<file path="config.mk">
export PLATFORM = sky130hd
export DESIGN_NAME = jfr_rx_flat
export DESIGN_NICKNAME = d
export VERILOG_FILES = /design/src/verilog/jfr_pkg.sv /design/src/verilog/jfr_link_if.sv /design/src/verilog/jfr_rx.sv /design/src/flat_wrapper.sv
export VERILOG_INCLUDE_DIRS = /design/src /design/src/verilog
export SDC_FILE = /design/constraint.sdc
export NUM_CORES = 1
export LEC_CHECK = 0
export ABC_AREA = 1
export BUFFER_PORTS_ARGS = -buffer_cell sky130_fd_sc_hd__clkbuf_2
export CORE_MARGIN = 2
export CORE_UTILIZATION = 60
export DETAILED_ROUTE_END_ITERATION = 10
export PLACE_DENSITY = 0.8
export SLEW_MARGIN = 20
export SYNTH_ARGS = -nofsm -noshare
export SYNTH_HDL_FRONTEND = slang
export SYNTH_SLANG_ARGS = --single-unit
</file>
<file path="constraint.sdc">
create_clock -name CLK -period 8.8 [get_ports CLK]
set_input_delay 0.88 -clock CLK [delete_from_list [all_inputs] [get_ports CLK]]
set_output_delay 0.88 -clock CLK [all_outputs]
set_load 0.01 [all_outputs]
</file>
<file path="src/verilog/jfr_defs.svh">
// Purpose: shared constants of the 64b/66b framer link, both ends
// Assumes: one block moves per accepted link beat, bit p of a block is line position p
// Notes:   data word bit i travels at line position 2+i, so bit 0 is sent first
//
// Overview of operation
// - Pack 64-bit blocks, scramble, prepend 2-bit header
// - Header at positions 0-1, octets follow from 2
// - Thirty-two blocks make one multiblock
// - Extended multiblock length fixed at one
// - Local multiblock clock, phase reset by SYSREF
// - Every rising SYSREF edge restarts the multiblock and zeroes the parity sent
// - Sync header always 01 or 10
// - Stream one sent as 10, zero as 01
// - Thirty-two headers form one 32-bit stream word
// - Stream word ends with pilot 00001, bits 27-31
// - Bit 22 end-of-extended flag, always one
// - Stream carries CRC-12 only; no CRC-3, command
// - CRC over 2048 data bits, sent next multiblock
// - CRC bits placed MSB first in groups of three
// - Command positions always zero
// - Fixed ones at 3,7,11,15,19,21,23
// - CRC polynomial 0x987, applied serially
// - CRC cleared each multiblock, read after 2048 bits
// - Receiver finds blocks by steady header transitions
// - Receiver checks CRC against next multiblock's parity
// - Pilot unique, so one multiblock gives alignment
`ifndef JFR_DEFS_SVH
`define JFR_DEFS_SVH

`define JFR_DW          64
`define JFR_BW          66
`define JFR_MB_BLKS     32
`define JFR_IDX_W       5
`define JFR_E           1
`define JFR_CRC_W       12
// Normal-form taps of x^12+x^9+x^8+x^3+x^2+x+1 (0x987 in the implicit-one notation)
`define JFR_CRC_TAPS    12'h30f
`define JFR_SCR_W       58
`define JFR_SCR_TAP_A   38
`define JFR_SCR_TAP_B   57
`define JFR_SCR_SEED    58'h3ffffffffffffff
`define JFR_SH_ONE      2'b10
`define JFR_SH_ZERO     2'b01
`define JFR_PILOT       5'h10
`define JFR_EOEMB_BIT   22
`define JFR_SHW_FIXED   32'h80e88888
`define JFR_SHW_CRC_MSK 32'h00007777
`define JFR_BUF_DEPTH   2
`define JFR_SH_LOCK_CNT 64
`define JFR_ERR_MAX     4

`endif

</file>
<file path="src/verilog/jfr_pkg.sv">
// Purpose: types and shared arithmetic of the framer link
// Assumes: jfr_defs.svh constants
// Notes:   scrambler and CRC walk bits in line order, lowest data bit first
`include "jfr_defs.svh"

package jfr_pkg;

    typedef enum logic [1:0] {JFR_HUNT_BLK, JFR_HUNT_MB, JFR_LOCKED} jfr_rx_mode_t;

    typedef struct packed {
        logic                    sr_m;
        logic                    sr_s;
        logic                    sr_p;
        logic                    rst_pend;
        logic                    vld;
        logic [`JFR_BW-1:0]      blk;
        logic                    lemc;
        logic [`JFR_IDX_W-1:0]   idx;
        logic [`JFR_CRC_W-1:0]   crc;
        logic [`JFR_CRC_W-1:0]   crc_prev;
        logic [`JFR_SCR_W-1:0]   scr;
    } jfr_tx_st_t;

    typedef struct packed {
        jfr_rx_mode_t                            mode;
        logic [6:0]                              cnt;
        logic [2:0]                              errs;
        logic [`JFR_IDX_W-1:0]                   idx;
        logic [31:0]                             shw;
        logic [`JFR_CRC_W-1:0]                   crc;
        logic [`JFR_CRC_W-1:0]                   crc_prev;
        logic                                    have_prev;
        logic [`JFR_SCR_W-1:0]                   scr;
        logic [`JFR_BUF_DEPTH-1:0][`JFR_DW-1:0]  fifo;
        logic                                    wp;
        logic                                    rp;
        logic [1:0]                              fill;
        logic                                    crc_err;
        logic                                    sh_err;
        logic                                    mb_err;
    } jfr_rx_st_t;

    // Serial CRC-12 over one block, bit 0 first
    function automatic logic [`JFR_CRC_W-1:0] jfr_crc64(logic [`JFR_CRC_W-1:0] c, logic [`JFR_DW-1:0] d);
        logic fb;
        fb = 1'b0;
        for (int i = 0; i < `JFR_DW; i++) begin
            fb = c[`JFR_CRC_W-1] ^ d[i];
            c  = {c[`JFR_CRC_W-2:0], 1'b0} ^ (fb ? `JFR_CRC_TAPS : 12'h000);
        end
        return c;
    endfunction

    // Self-synchronous 1+x^39+x^58; desc picks which bit feeds the register
    function automatic logic [`JFR_SCR_W+`JFR_DW-1:0] jfr_scr64(logic [`JFR_DW-1:0] d,
                                                              logic [`JFR_SCR_W-1:0] st, logic desc);
        logic [`JFR_DW-1:0] o;
        o = '0;
        for (int i = 0; i < `JFR_DW; i++) begin
            o[i] = d[i] ^ st[`JFR_SCR_TAP_A] ^ st[`JFR_SCR_TAP_B];
            st   = {st[`JFR_SCR_W-2:0], desc ? d[i] : o[i]};
        end
        return {st, o};
    endfunction

    // Stream word: fixed pilot, ones, flag and zeros, with parity in groups of three
    function automatic logic [31:0] jfr_shw(logic [`JFR_CRC_W-1:0] c);
        logic [31:0] w;
        w = `JFR_SHW_FIXED;
        for (int g = 0; g < 4; g++) begin
            for (int k = 0; k < 3; k++) begin
                w[4*g+k] = c[11-3*g-k];
            end
        end
        return w;
    endfunction

    function automatic logic [`JFR_CRC_W-1:0] jfr_shw_crc(logic [31:0] w);
        logic [`JFR_CRC_W-1:0] c;
        c = '0;
        for (int g = 0; g < 4; g++) begin
            for (int k = 0; k < 3; k++) begin
                c[11-3*g-k] = w[4*g+k];
            end
        end
        return c;
    endfunction

endpackage

</file>
<file path="src/verilog/jfr_link_if.sv">
// Purpose: parallel 66-bit block link between framer and receiver
// Assumes: one block per beat when vld and rdy are both high
// Notes:   rdy stands in for the serialiser and lets the far end apply back-pressure
`timescale 1ns/10ps

interface jfr_link_if;
    logic [65:0] blk;
    logic        vld;
    logic        rdy;

    modport tx (output blk, output vld, input rdy);
    modport rx (input blk, input vld, output rdy);
endinterface

</file>
<file path="src/verilog/jfr_rx.sv">
// Purpose: receive end, checks headers, aligns multiblocks, checks CRC-12, buffers data
// Assumes: CLK 40 MHz, RST asynchronous active high, blocks arrive already word aligned
// Notes:   the two-entry buffer stalls the link when the user stops taking words
`timescale 1ns/10ps
`include "jfr_defs.svh"

module jfr_rx #(
    parameter int SH_LOCK_CNT = `JFR_SH_LOCK_CNT,  // Good headers needed for block lock
    parameter int ERR_MAX     = `JFR_ERR_MAX        // Errors in a row that drop lock
) (
    input  wire logic               CLK,         // System clock
    input  wire logic               RST,         // Asynchronous reset, active high
    jfr_link_if.rx                  LNK,         // Block link
    output logic [63:0]             DOUT,        // Descrambled user block
    output logic                    DOUT_VLD,    // User block valid
    input  wire logic               DOUT_RDY,    // User takes the block
    output logic                    LOCKED,      // Multiblock alignment held
    output logic                    RESYNC_REQ,  // Block lock lost, reissue SYSREF
    output logic                    CRC_ERR,     // Parity mismatch pulse
    output logic                    SH_ERR,      // Invalid header pulse while locked
    output logic                    MB_ERR       // Bad pilot word pulse while locked
);
    import jfr_pkg::*;

    // ****************************************************************
    // State
    // ****************************************************************
    jfr_rx_st_t s;
    jfr_rx_st_t n;

    logic                   take;
    logic                   shok;
    logic [31:0]            w;
    logic [`JFR_DW-1:0]     dd;
    logic [`JFR_SCR_W-1:0]  scr_n;
    logic [`JFR_CRC_W-1:0]  crc_n;
    logic                   pop;
    logic                   push;
    logic                   err;
    logic                   word_ok;

    assign LNK.rdy = (s.fill != 2'(`JFR_BUF_DEPTH));
    assign take    = LNK.vld && LNK.rdy;
    assign pop     = (s.fill != 2'h0) && DOUT_RDY;

    always_comb begin
        n = s;
        n.crc_err = 1'b0;
        n.sh_err  = 1'b0;
        n.mb_err  = 1'b0;
        push = 1'b0;
        err  = 1'b0;
        shok = LNK.blk[0] ^ LNK.blk[1];
        w    = {LNK.blk[1:0] == `JFR_SH_ONE, s.shw[31:1]};
        {scr_n, dd} = jfr_scr64(LNK.blk[65:2], s.scr, 1'b1);
        crc_n   = jfr_crc64((s.idx == '0) ? '0 : s.crc, LNK.blk[65:2]);
        word_ok = (w[31:27] == `JFR_PILOT) && ((w & ~`JFR_SHW_CRC_MSK) == `JFR_SHW_FIXED);
        if (take) begin
            n.shw = w;
            n.scr = scr_n;
            case (s.mode)
                JFR_HUNT_BLK: begin
                    n.cnt = shok ? s.cnt + 1'b1 : '0;
                    if (shok && s.cnt == 7'(SH_LOCK_CNT - 1)) begin
                        n.mode = JFR_HUNT_MB;
                    end
                end
                JFR_HUNT_MB: begin
                    // Pilot is unique in the word, so one match aligns
                    if (!shok) begin
                        n.mode = JFR_HUNT_BLK;
                        n.cnt  = '0;
                    end else if (word_ok) begin
                        n.mode      = JFR_LOCKED;
                        n.idx       = '0;
                        n.errs      = '0;
                        n.have_prev = 1'b0;
                    end
                end
                JFR_LOCKED: begin
                    push  = 1'b1;
                    n.idx = s.idx + 1'b1;
                    n.crc = crc_n;
                    if (!shok) begin
                        n.sh_err = 1'b1;
                        err      = 1'b1;
                    end
                    if (s.idx == `JFR_IDX_W'(`JFR_MB_BLKS - 1)) begin
                        if (!word_ok) begin
                            n.mb_err = 1'b1;
                            err      = 1'b1;
                        end
                        n.crc_err   = s.have_prev && (jfr_shw_crc(w) != s.crc_prev);
                        n.crc_prev  = crc_n;
                        n.have_prev = 1'b1;
                        if (!err) begin
                            n.errs = '0;
                        end
                    end
                    if (err) begin
                        n.errs = s.errs + 1'b1;
                        if (s.errs == 3'(ERR_MAX - 1)) begin
                            n.mode = JFR_HUNT_BLK;
                            n.cnt  = '0;
                        end
                    end
                end
                default: begin
                    n.mode = JFR_HUNT_BLK;
                end
            endcase
        end
        if (push) begin
            n.fifo[s.wp] = dd;
            n.wp         = ~s.wp;
        end
        if (pop) begin
            n.rp = ~s.rp;
        end
        n.fill = s.fill + {1'b0, push} - {1'b0, pop};
    end

    always_ff @(posedge CLK or posedge RST) begin
        if (RST) begin
            s       <= '0;
            s.mode  <= JFR_HUNT_BLK;
            s.scr   <= `JFR_SCR_SEED;
        end else begin
            s <= n;
        end
    end

    assign DOUT       = s.fifo[s.rp];
    assign DOUT_VLD   = (s.fill != 2'h0);
    assign LOCKED     = (s.mode == JFR_LOCKED);
    assign RESYNC_REQ = (s.mode == JFR_HUNT_BLK);
    assign CRC_ERR    = s.crc_err;
    assign SH_ERR     = s.sh_err;
    assign MB_ERR     = s.mb_err;

endmodule // jfr_rx

</file>
<file path="src/flat_wrapper.sv">
// flat-port wrapper written by rule: the top's interface ports become plain ports
module jfr_rx_flat import jfr_pkg::*;
#(
    parameter int SH_LOCK_CNT = `JFR_SH_LOCK_CNT,                                       
    parameter int ERR_MAX     = `JFR_ERR_MAX                                         
)
  (CLK, RST, DOUT, DOUT_VLD, DOUT_RDY, LOCKED, RESYNC_REQ, CRC_ERR, SH_ERR, MB_ERR, LNK_blk, LNK_vld, LNK_rdy);
  jfr_link_if LNK_i ();
  input  wire logic CLK;
  input  wire logic RST;
  output logic [63:0] DOUT;
  output logic DOUT_VLD;
  input  wire logic DOUT_RDY;
  output logic LOCKED;
  output logic RESYNC_REQ;
  output logic CRC_ERR;
  output logic SH_ERR;
  output logic MB_ERR;
  input wire logic [$bits(LNK_i.blk)-1:0] LNK_blk;
  input wire logic [$bits(LNK_i.vld)-1:0] LNK_vld;
  output wire logic [$bits(LNK_i.rdy)-1:0] LNK_rdy;
  assign LNK_i.blk = LNK_blk;
  assign LNK_i.vld = LNK_vld;
  assign LNK_rdy = LNK_i.rdy;
  jfr_rx #(.SH_LOCK_CNT(SH_LOCK_CNT), .ERR_MAX(ERR_MAX)) u_core (.CLK(CLK), .RST(RST), .LNK(LNK_i), .DOUT(DOUT), .DOUT_VLD(DOUT_VLD), .DOUT_RDY(DOUT_RDY), .LOCKED(LOCKED), .RESYNC_REQ(RESYNC_REQ), .CRC_ERR(CRC_ERR), .SH_ERR(SH_ERR), .MB_ERR(MB_ERR));
endmodule
</file>
# [Yosys cells after proc, flatten, opt, wreduce, memory -nomap -nowiden]
# Cells that the tools add are included.
[classes] order_cmp=3 n_addsub=5 eq_ne=20 muxes=103 n_reduce_logical=18 bitwise=259
[op_table] cell="12-bit XOR" count=63
[op_table] cell="10-bit 2-to-1 mux" count=64
[op_table] cell="1-bit XOR" count=193
[op_table] cell="64-bit 2-to-1 mux" count=3
[op_table] cell="128-bit bitwise mux" count=1
[op_table] cell="64-bit demux with 1-bit select" count=1
[op_table] cell="12-bit 2-to-1 mux" count=2
[op_table] cell="7-bit one-hot mux with 3 select lines" count=1
[op_table] cell="20-bit equality test (second input constant)" count=1
[op_table] cell="1-bit 2-to-1 mux" count=16
[op_table] cell="8-bit 2-to-1 mux" count=2
[op_table] cell="8-bit one-hot mux with 2 select lines" count=1
[op_table] cell="5-bit AND reduction" count=3
[op_table] cell="7-bit 2-to-1 mux" count=2
[op_table] cell="3-bit 2-to-1 mux" count=4
[op_table] cell="12-bit != test" count=1
[op_table] cell="2-bit by 1-bit != test with 1-bit output (second input constant)" count=6
[op_table] cell="12-bit by 10-bit XOR with 12-bit output" count=1
[op_table] cell="5-bit equality test (second input constant)" count=2
[op_table] cell="9-bit 2-to-1 mux" count=1
[op_table] cell="7-bit by 1-bit adder with 7-bit output (second input constant)" count=1
[op_table] cell="7-bit by 6-bit equality test with 1-bit output (second input constant)" count=1
[op_table] cell="1-bit logical AND" count=6
[op_table] cell="2-bit 2-to-1 mux" count=3
[op_table] cell="23 further kinds" count=29
[totals] reg_bits=267 out_inout_bits=71

# [Logic depth before layout (Yosys ltp)]
# Gate-level depths: netlist (run 1).
[logic_depth] ltp_word=194 ltp_mapped=89

# [Worst setup path after synthesis (run 1)]
# OpenSTA, ideal clock, no wires.
[synth_path] kind="input to register" startpoint="input LNK_blk[2]" endpoint="register u_core.s[197] in the netlist's numbering" t_arrival_ps=7137 path_slack_ps=1545 required_time_ps=8683 stages=78 path_buffers=0 setup_ps=117 cell_sequence="inv_1 -> nand3_1 -> nand2_4 -> nand2_1 -> nand2_1 -> nand2_1 -> nand2_2 -> nand2_1 -> nand3_2 -> nand2_4 -> nand2_4 -> nand2_4 -> nand2_4 -> nand2_4 -> nand2_2 -> nand3_2 -> nand2_4 -> inv_2 -> [... 42 more ...] -> nand2_2 -> nand2_2 -> nand2_2 -> nand2_4 -> nand2_4 -> nand2_4 -> nand2_4 -> nand2_2 -> nand3_1 -> nand2_1 -> nand2_2 -> nand2_4 -> inv_2 -> nand2_1 -> nand2_1 -> nand2_1 -> nand3_1 -> nand2_1"
[synth_between] elab_chain_cells=108 word_cells_on_any_way=186 classes_between="mux: 61; bitwise: 125"
[synth_lines] item="start: declaration" line="flat_wrapper.sv:19" source="input wire logic [$bits(LNK_i.blk)-1:0] LNK_blk;"
[synth_lines] item="1-bit XOR *" line="jfr_pkg.sv:48" source="fb = c[`JFR_CRC_W-1] ^ d[i];"
[synth_lines] item="10-bit 2-to-1 mux *" line="jfr_pkg.sv:49" source="c = {c[`JFR_CRC_W-2:0], 1'b0} ^ (fb ? `JFR_CRC_TAPS : 12'h000);"
[synth_lines] item="12-bit XOR * (3 in series)" line="jfr_pkg.sv:49"
[synth_lines] item="1-bit XOR" line="jfr_pkg.sv:48"
[synth_lines] item="10-bit 2-to-1 mux" line="jfr_pkg.sv:49"
[synth_lines] item="12-bit XOR * (3 in series)" line="jfr_pkg.sv:49"
[synth_lines] item="1-bit XOR" line="jfr_pkg.sv:48"
[synth_lines] item="10-bit 2-to-1 mux" line="jfr_pkg.sv:49"
[synth_lines] item="[... 84 more ...]"
[synth_lines] item="10-bit 2-to-1 mux" line="jfr_pkg.sv:49"
[synth_lines] item="12-bit XOR * (3 in series)" line="jfr_pkg.sv:49"
[synth_lines] item="1-bit XOR" line="jfr_pkg.sv:48"
[synth_lines] item="10-bit 2-to-1 mux" line="jfr_pkg.sv:49"
[synth_lines] item="12-bit XOR * (3 in series)" line="jfr_pkg.sv:49"
[synth_lines] item="1-bit XOR" line="jfr_pkg.sv:48"
[synth_lines] item="10-bit 2-to-1 mux" line="jfr_pkg.sv:49"
[synth_lines] item="12-bit by 10-bit XOR with 12-bit output *" line="jfr_pkg.sv:49"
[synth_lines] item="end signal: assignment" line="jfr_rx.sv:129" source="s <= n;"
[synth_lines] item="end: declaration" line="jfr_rx.sv:28" source="jfr_rx_st_t s;"
# Mark *: on every way between the ends. The rest lies on a longest branch, timed or not.
# A chain may end at the register's enable or synchronous reset.

# [Final worst setup path (run 1)]
[layout_path] startpoint="register u_core.s[251] in the netlist's numbering" endpoint="register u_core.s[197] in the netlist's numbering"
[layout_between] elab_chain_cells=110 word_cells_on_any_way=196 classes_between="eq/ne: 1; mux: 65; bitwise: 128; reduce/logical: 2"
[layout_lines] item="5-bit logical NOT" line="jfr_rx.sv:56" source="crc_n = jfr_crc64((s.idx == '0) ? '0 : s.crc, LNK.blk[65:2]);"
[layout_lines] item="12-bit 2-to-1 mux" line="jfr_rx.sv:56"
[layout_lines] item="1-bit XOR" line="jfr_pkg.sv:48"
[layout_lines] item="10-bit 2-to-1 mux" line="jfr_pkg.sv:49"
[layout_lines] item="12-bit XOR (3 in series)" line="jfr_pkg.sv:49"
[layout_lines] item="1-bit XOR" line="jfr_pkg.sv:48"
[layout_lines] item="10-bit 2-to-1 mux" line="jfr_pkg.sv:49"
[layout_lines] item="12-bit XOR (3 in series)" line="jfr_pkg.sv:49"
[layout_lines] item="[... 86 more ...]"
[layout_lines] item="10-bit 2-to-1 mux" line="jfr_pkg.sv:49"
[layout_lines] item="12-bit XOR (3 in series)" line="jfr_pkg.sv:49"
[layout_lines] item="1-bit XOR" line="jfr_pkg.sv:48"
[layout_lines] item="10-bit 2-to-1 mux" line="jfr_pkg.sv:49"
[layout_lines] item="12-bit XOR (3 in series)" line="jfr_pkg.sv:49"
[layout_lines] item="1-bit XOR" line="jfr_pkg.sv:48"
[layout_lines] item="10-bit 2-to-1 mux" line="jfr_pkg.sv:49"
[layout_lines] item="12-bit by 10-bit XOR with 12-bit output" line="jfr_pkg.sv:49"
# Several ways; a longest one is shown, not always the timed one.

==> results of run 1 <==
worst paths after layout:
check | cells after the start | startpoint | endpoint | slack, ns
max | 78 | u_core.s[251] | u_core.s[197] | 0.17
min | 2 | u_core.s[243] | u_core.s[243] | 0.49
max reg2reg | 78 | u_core.s[251] | u_core.s[197] | 0.17
min reg2reg | 2 | u_core.s[243] | u_core.s[243] | 0.49
max in group asynchronous | 3 | RST | u_core.s[205] | 6.79
min in group asynchronous | 2 | RST | u_core.s[51] | 0.55
routing by layer:
metal / up-vias / share of wire / GRT usage
li1: 7370 / - / -
met1: 7745 / 0.40 / 0.409
met2: 588 / 0.49 / 0.521
met3: 140 / 0.063 / 0.0487
met4: 0 / 0.043 / 0.114
met5: - / 0 / 0
Yosys cell counts (5+ instances only):
cell / number
clkbuf_1: 46
o21ai_1: 13
dfstp_2: 58
ha_1: 13
nand2_4: 39
a21oi_1: 16
nand3b_1: 8
nor4_1: 5
dfrtp_1: 208
inv_2: 31
mux2_2: 98
xnor2_1: 144
xor2_1: 102
nand3_1: 203
nand4_1: 7
nand3_2: 53
nand2_2: 126
inv_1: 231
buf_1: 5
nand2_1: 547
nor2_1: 26
o21ai_0: 191
what timing repair did:
| item | in CTS | in global routing |
|---|---|---|
| buffers inserted | 0 | 52 |
| hold endpoints to repair | 0 | 0 |
| gates resized for setup | 2 | 378 |
| endpoints found under the setup margin | 17 | 24 |
| pin swaps | 0 | 136 |
| cloned | 0 | 2 |
registers in the layout (all words and copies together) (netlist names):
| signal | flops |
|---|---|
| u_core.SH_ERR | 1 |
| u_core.MB_ERR | 1 |
| u_core.s | 263 |
| u_core.CRC_ERR | 1 |
worst max-delay path: cells and delay by family, from the launching register on:
kind | cells | cell delay, ns
simple gates | 63 | 6.21
buf+inv | 12 | 1.16
xor+xnor | 2 | 0.54
flops | 1 | 0.39
fa+ha+maj | 1 | 0.15
layout make-up:
| type | instances | area, um2 | share of cell area |
|---|---|---|---|
| Multi-Input combinational cell | 1623 | 11700 | 0.530 |
| Clock inverter | 12 | 101 | 0.00461 |
| Tap cell | 390 | 488 | 0.0222 |
| Inverter | 263 | 1000 | 0.0457 |
| Timing Repair Buffer | 198 | 1170 | 0.0534 |
| Clock buffer | 40 | 847 | 0.0385 |
| Sequential cell | 266 | 6730 | 0.306 |
metrics by stage:
step | hold WS (ns) | TNS [ns] | utilization | cell area [um2] | setup WS [ns]
after global placement | 0.467 | 0 | 0.640 | 18800 | 0.0788
after global routing | 0.508 | -7.63 | 0.748 | 22000 | -0.422
after floorplan | 0.449 | 0 | - | 17800 | 0.691
after detailed placement | 0.475 | -0.182 | 0.640 | 18800 | -0.0628
after CTS | 0.488 | 0 | 0.673 | 19800 | 0.0375
final | 0.488 | 0 | 0.748 | 22000 | 0.171
cells in the final DEF (no fill, tap or decap), types with 55 or more instances in the layout:
cell type and n:
dfrtp_1 207, clkbuf_2 140, inv_1 218, nand2_4 127, dfstp_2 58, nand2_1 442, nand3_1 120, o21ai_0 191
nand3_2 89, xnor2_1 140, nand2_2 140, xor2_1 79, mux2_2 98, buf_4 55
cells by family after synthesis:
| family | after synthesis | synth area share |
|---|---|---|
| XOR/XNOR | 247 | 0.122 |
| AO/OA/AOI/OAI | 233 | 0.0672 |
| buffers and inverters | 320 | 0.0688 |
| adder cells (fa/ha/maj) | 13 | 0.00915 |
| multiplexers | 98 | 0.0621 |
| flip-flops | 266 | 0.378 |
| AND/OR/NAND/NOR | 1030 | 0.292 |
==> flow_summary.yaml, run 1 <==
run_status:
  status: "finished, final reports clean"
detailed_routing:
  first_iter_violations: 1405
  wl_per_cell_um: 19.0
  drc: 0
  wl_mm: 53.1
  first_pass_iters: 6
  route.vias.total: 15800
  via_per_inst: 5.67
  detail-route-antenna-nets: 0
job:
  cap_viol_max_count: 0
place:
  port_buffers: 140
  post-place-cells: 2686
  hpwl_mm: 37.4
  gp_congestion: 0.984
critical_path:
  critPathLaunchType: "flop"
  cp_slowest_stage_delay_ns: 0.39
  worst_setup_path_end_kind: "flop"
  critPathArrivalTime_ns: 9.06
  critPathMaxFanout: 7
  slowest_stage: "dfrtp_1"
  criticalPathCategory: "reg2reg"
  cpMostUsedCell: "nand2_4"
  cp.required_ns: 9.23
final_layout:
  nFillCells: 2063
  nets: 2463
  syn_to_final_growth_pct: 23.7
  fin_cells: 2792
  drive_above_1_share: 0.373
  num_antenna_cells: 0
yosys:
  yosysTopAreaCell: "dfrtp_1"
  syn_nets: 2290
  yosys_register_bits: 266
  postSynthCellCount: 2207
  synth_ff_type: "dfrtp_1"
  yosysWarnings: 0
  synth_seq_area_share: 0.378
  netlist_area_um2: 17800
  syn_avg_cell_area_um2: 8.06
  synth_area_leaders: "dfrtp_1, nand2_1, dfstp_2"
  synth_top_area_frac: 0.293
  synth_edf_count: 0
  async_flop_share: 1.00
  synthDistinctLibCells: 44
timing:
  worstMarginPinSlew_ns: 1.05
  final.min_clock_period_ns: 8.63
  slew_headroom: 0.299
  clock_skew_ns: 0.00917
  slew_violations: 0
  setup_violations: 0
  period_share: 0.981
  hold_violations: 0
  fmax_mhz: 116
floorplan:
  initial_core_util: 0.605
  fp.dieH_um: 176
  dieArea_um2: 31000
  core-area_um2: 29400
  io_pins: 141
  die_w_um: 176
  rows: 63
grt:
  first_global_vias: 14400
  track_usage: 0.311
  antenna_found_initial: 1
  grt_first_pass_wirelength_mm: 75.9
  grt_max_degree: 145
  overflow: 0
clocking:
  h-tree-depth: 1
  cts_tree: "yes"
  clkLatencyLatePin_ns: 0.54
  clockBufferDepth: 3
  cts.sink_count: 266
  cts_root_buffer: "clkbuf_16"
  cts_hold_buffers: 0
  clk_pin_slew_worst_paths_ns: 0.06
  cts_buffers: 28
worst_hold_path:
  min_path_type: "reg2reg"
Power of run 1 is not shown: default switching activity piles up to over one toggle a cycle in this logic, so the estimate is an artifact.
==> run 2, diff against run 1 <==
--- a/config.mk
+++ b/config.mk
@@ -9,9 +9,9 @@
 export ABC_AREA = 1
 export BUFFER_PORTS_ARGS = -buffer_cell sky130_fd_sc_hd__clkbuf_2
 export CORE_MARGIN = 2
-export CORE_UTILIZATION = 60
+export CORE_UTILIZATION = 30
 export DETAILED_ROUTE_END_ITERATION = 10
-export PLACE_DENSITY = 0.8
+export REMOVE_ABC_BUFFERS = 1
 export SLEW_MARGIN = 20
 export SYNTH_ARGS = -nofsm -noshare
 export SYNTH_HDL_FRONTEND = slang
==> run 2 against run 1 <==
Against the previous run:
- clock skew up 0.0044 ns
- routed wire length down 2.4%
- global-route usage down 15 points
- worst hold slack worse by 0.065 ns
- non-clock buffer count up 16
- die area up 97%
- cell area up 1.2%
- sequential share of layout area down 0.36 points
- highest routed layer is now met5
==> flow_summary.yaml, run 2 (synthesized netlist as in run 1, its figures left out) <==
timing:
  setup_violations: 0
  fmax_mhz: 119
  worstMarginPinSlew_ns: 0.988
  period_share: 0.959
  slew_headroom: 0.341
  slew_violations: 0
  clock_skew_ns: 0.0136
  final.min_clock_period_ns: 8.44
  hold_violations: 0
grt:
  track_usage: 0.163
  first_global_vias: 13800
  overflow: 0
  grt_first_pass_wirelength_mm: 77.7
  antenna_found_initial: 4
  grt_max_degree: 152
clocking:
  cts.sink_count: 266
  h-tree-depth: 1
  cts_hold_buffers: 0
  clkLatencyLatePin_ns: 0.58
  cts_root_buffer: "clkbuf_16"
  clk_pin_slew_worst_paths_ns: 0.07
  cts_tree: "yes"
  clockBufferDepth: 3
  cts_buffers: 30
critical_path:
  worst-r2r-setup-slack_ns: 0.36
  r2r_cells: 72
  criticalPathCategory: "reg2reg"
  cp_slowest_stage_delay_ns: 0.41
  regToRegStartpoint: "u_core.s[250]"
  reg2reg_to: "u_core.s[196]"
  worst_setup_path_end_kind: "flop"
  cp.required_ns: 9.22
  critPathMaxFanout: 7
  slowest_stage: "dfrtp_1"
  critPathLaunchType: "flop"
  cpMostUsedCell: "nand2_4"
  critPathArrivalTime_ns: 8.86
final_layout:
  final_cell_mix: "nand2_1, inv_1, dfrtp_1"
  nets: 2481
  drive_above_1_share: 0.356
  final_common_cell: "nand2_1"
  fin_area_um2: 22300
  largest_reg_flops: 263
  regMostFlops: "u_core.s"
  syn_to_final_growth_pct: 25.2
  utilization: 0.379
floorplan:
  io_pins: 141
  fp.dieH_um: 247
  core-area_um2: 58800
  rows: 89
  initial_core_util: 0.302
  dieArea_um2: 61200
  die_w_um: 247
job:
  cap_viol_max_count: 0
detailed_routing:
  via_per_inst: 4.66
  first_pass_iters: 5
  first_iter_violations: 856
  wl_per_cell_um: 16.2
  drc: 0
  detail-route-antenna-nets: 0
  wl_mm: 51.9
  route.vias.total: 14900
worst_hold_path:
  min_path_type: "in2async"
place:
  port_buffers: 140
  place_area_um2: 19400
  gp_congestion: 0.923
  hpwl_mm: 38.3
run_status:
  status: "finished, final reports clean"
-- run 2: worst max-delay path by stage --
stage	endpoint	slack, ns	startpoint
final	u_core.s[196]	0.36	u_core.s[250]
after global routing	u_core.s[198]	-0.19	u_core.s[250]
after CTS	u_core.s[209]	0.01	u_core.s[250]
after detailed placement	u_core.s[209]	-0.009	LNK_blk[2]
after global placement	u_core.s[209]	-0.01	LNK_blk[2]
after floorplan	u_core.CRC_ERR	0.69	RST
-- run 2: area by class of cell --
cell class	count	area, um2
inverters	263	1000
repair buffers	214	1290
clock inverters	11	140
fillers	5989	36500
diodes	1	2.50
flip-flops and latches	266	6730
well taps	773	967
clock buffers	45	868
multi-input cells	1623	11200
-- run 2: metrics by stage --
step	hold slack, ns	TNS, ns	setup WS (ns)	instances
2_1_floorplan	0.449	0	0.691	2150
3_3_place_gp	0.469	-0.0148	-0.0148	3083
3_5_place_dp	0.475	-0.00864	-0.00864	3083
4_1_cts	0.483	0	0.0135	3139
5_1_grt	0.511	-3.09	-0.187	3195
6_report	0.422	0	0.362	3196
-- run 2: timing repair --
item | 4_1_cts | 5_1_grt
setup endpoints to repair | 0 | 24
setup buffers | 0 | 54
gates resized for setup | 0 | 297
-- run 2: critical path: cells and delay by family (launching register included) --
| family | cells | cell delay, ns |
|---|---|---|
| buf+inv | 9 | 0.98 |
| fa+ha+maj | 1 | 0.15 |
| flops | 1 | 0.41 |
| simple gates | 58 | 5.98 |
| xor+xnor | 3 | 0.71 |
| compound gates | 1 | 0.07 |
-- run 2: metal layers --
metal  GRT usage  vias up  part of all wire
met5           0        -           0.00067
met4      0.0424        6             0.029
met3      0.0266       85             0.044
met2       0.273      243              0.48
met1       0.216     7143              0.45
li1            -     7404                 -
Power of run 2 is left out for the same reason.
==> run 3, diff against run 2 <==
==> constraint.sdc (replaced) <==
create_clock -name CLK -period 10.9 [get_ports CLK]
set_input_delay 1.09 -clock CLK [delete_from_list [all_inputs] [get_ports CLK]]
set_output_delay 1.09 -clock CLK [all_outputs]
set_load 0.01 [all_outputs]
==> run 3 against run 2 <==
Against the previous run:
- clock skew rose by 0.018 ns
- global-route usage rose by 0.082 points
- cell area fell by 8.1%
- maximum frequency fell by 4.0%
- die area did not move
- critical path depth rose by 3
- core utilization fell by 3.1 points
- routed wire length fell by 4.7%
- non-clock buffer count fell by 65
==> flow_summary.yaml, run 3 (synthesized netlist as in run 1, its figures left out) <==
grt:
  grt_first_pass_wirelength_mm: 77.9
  track_usage: 0.163
  antenna_found_initial: 6
  first_global_vias: 13900
  overflow: 0
  grt_max_degree: 101
detailed_routing:
  top_layer: "met5"
  via_per_inst: 4.60
  first_iter_violations: 738
  wl_met1_mm: 22.8
  wl_met2_mm: 23.4
  detail-route-antenna-nets: 0
  wl_per_cell_um: 15.8
  wl_met3_mm: 1.97
  drc: 0
  first_pass_iters: 5
  route.vias.total: 14400
  wl_mm: 49.4
critical_path:
  slowest_stage: "dfrtp_1"
  criticalPathCategory: "reg2reg"
  critPathArrivalTime_ns: 9.24
  cp_slowest_stage_delay_ns: 0.36
  cp.required_ns: 11.35
  regToRegStartpoint: "u_core.s[250]"
  critPathLaunchType: "flop"
  critPathMaxFanout: 21
  r2r_cells: 75
  reg2reg_to: "u_core.s[209]"
  worst_setup_path_end_kind: "flop"
  worst-r2r-setup-slack_ns: 2.11
  cpMostUsedCell: "nand2_2"
clocking:
  cts.sink_count: 266
  cts_root_buffer: "clkbuf_16"
  h-tree-depth: 2
  clkLatencyLatePin_ns: 0.56
  post-cts-setup-buffers: 0
  cts_tree: "yes"
  clk_pin_slew_worst_paths_ns: 0.06
  cts_hold_buffers: 0
  clockBufferDepth: 3
  cts_resized: 0
  cts_buffers: 34
timing:
  holdWs_ns: 0.487
  setup_violations: 0
  setup_tns_ns: 0
  period_share: 0.806
  slew_headroom: 0.302
  hold_violations: 0
  clock_skew_ns: 0.0316
  rsz0062_at_grt: "no"
  final.min_clock_period_ns: 8.79
  worstMarginPinSlew_ns: 1.05
  fmax_mhz: 114
  slew_violations: 0
final_layout:
  largest_reg_flops: 263
  final_common_cell: "nand2_1"
  regMostFlops: "u_core.s"
  nets: 2418
  final_cell_mix: "nand2_1, inv_1, dfrtp_1"
  nFillCells: 6255
  utilization: 0.348
  drive_above_1_share: 0.262
  syn_to_final_growth_pct: 15.1
place:
  hpwl_mm: 38.2
  port_buffers: 140
  gp_congestion: 0.904
floorplan:
  core-area_um2: 58800
  fp.dieH_um: 247
  die_w_um: 247
  io_pins: 141
  rows: 89
  initial_core_util: 0.302
  dieArea_um2: 61200
worst_hold_path:
  min_path_type: "reg2reg"
  min_from: "u_core.s[243]"
  holdPathStages: 2
  hold-path-endpoint: "u_core.s[243]"
run_status:
  status: "finished, final reports clean"
job:
  cap_viol_max_count: 0
## run 3: metal layers
metal  up-vias  track usage
li1       7303            -
met1      6815        0.216
met2       218        0.276
met3        72       0.0267
met4         8       0.0447
met5         -            0
## run 3: how the worst max path moves through the flow
| stage | startpoint | end | depth (start not counted) |
|---|---|---|---|
| global placement | LNK_blk[2] | u_core.s[209] | 70 |
| CTS | u_core.s[250] | u_core.s[209] | 77 |
| floorplan | RST | u_core.CRC_ERR | 1 |
| detailed placement | LNK_blk[2] | u_core.s[209] | 74 |
| finish | u_core.s[250] | u_core.s[209] | 75 |
| global route | u_core.s[250] | u_core.s[209] | 82 |
## run 3: final cells by class
class | count | area, um2 | area share
Timing Repair Buffer | 149 | 768 | 0.0375
Inverter | 263 | 997 | 0.0487
Tap cell | 773 | 967 | 0.0473
Clock inverter | 11 | 180 | 0.00881
Multi-Input combinational cell | 1621 | 9850 | 0.481
Sequential cell | 266 | 6730 | 0.329
Antenna cell | 2 | 5.00 | 0.000245
Clock buffer | 50 | 961 | 0.0470
## run 3: stage by stage
step	cell area (um2)	worst slack [ns]	std cells
after floorplan	17500	2.58	2150
after CTS	20500	2.13	3133
final	20500	2.11	3135
after detailed placement	19300	1.89	3072
after global placement	19300	1.82	3072
after global routing	20500	1.04	3135
## run 3: critical path, delay by kind of cell (launching register included)
kind	cells	cell delay (ns)
buf+inv	5	0.38
xor+xnor	1	0.28
flops	1	0.36
fa+ha+maj	1	0.19
simple gates	68	7.41
Power of run 3 is left out for the same reason.
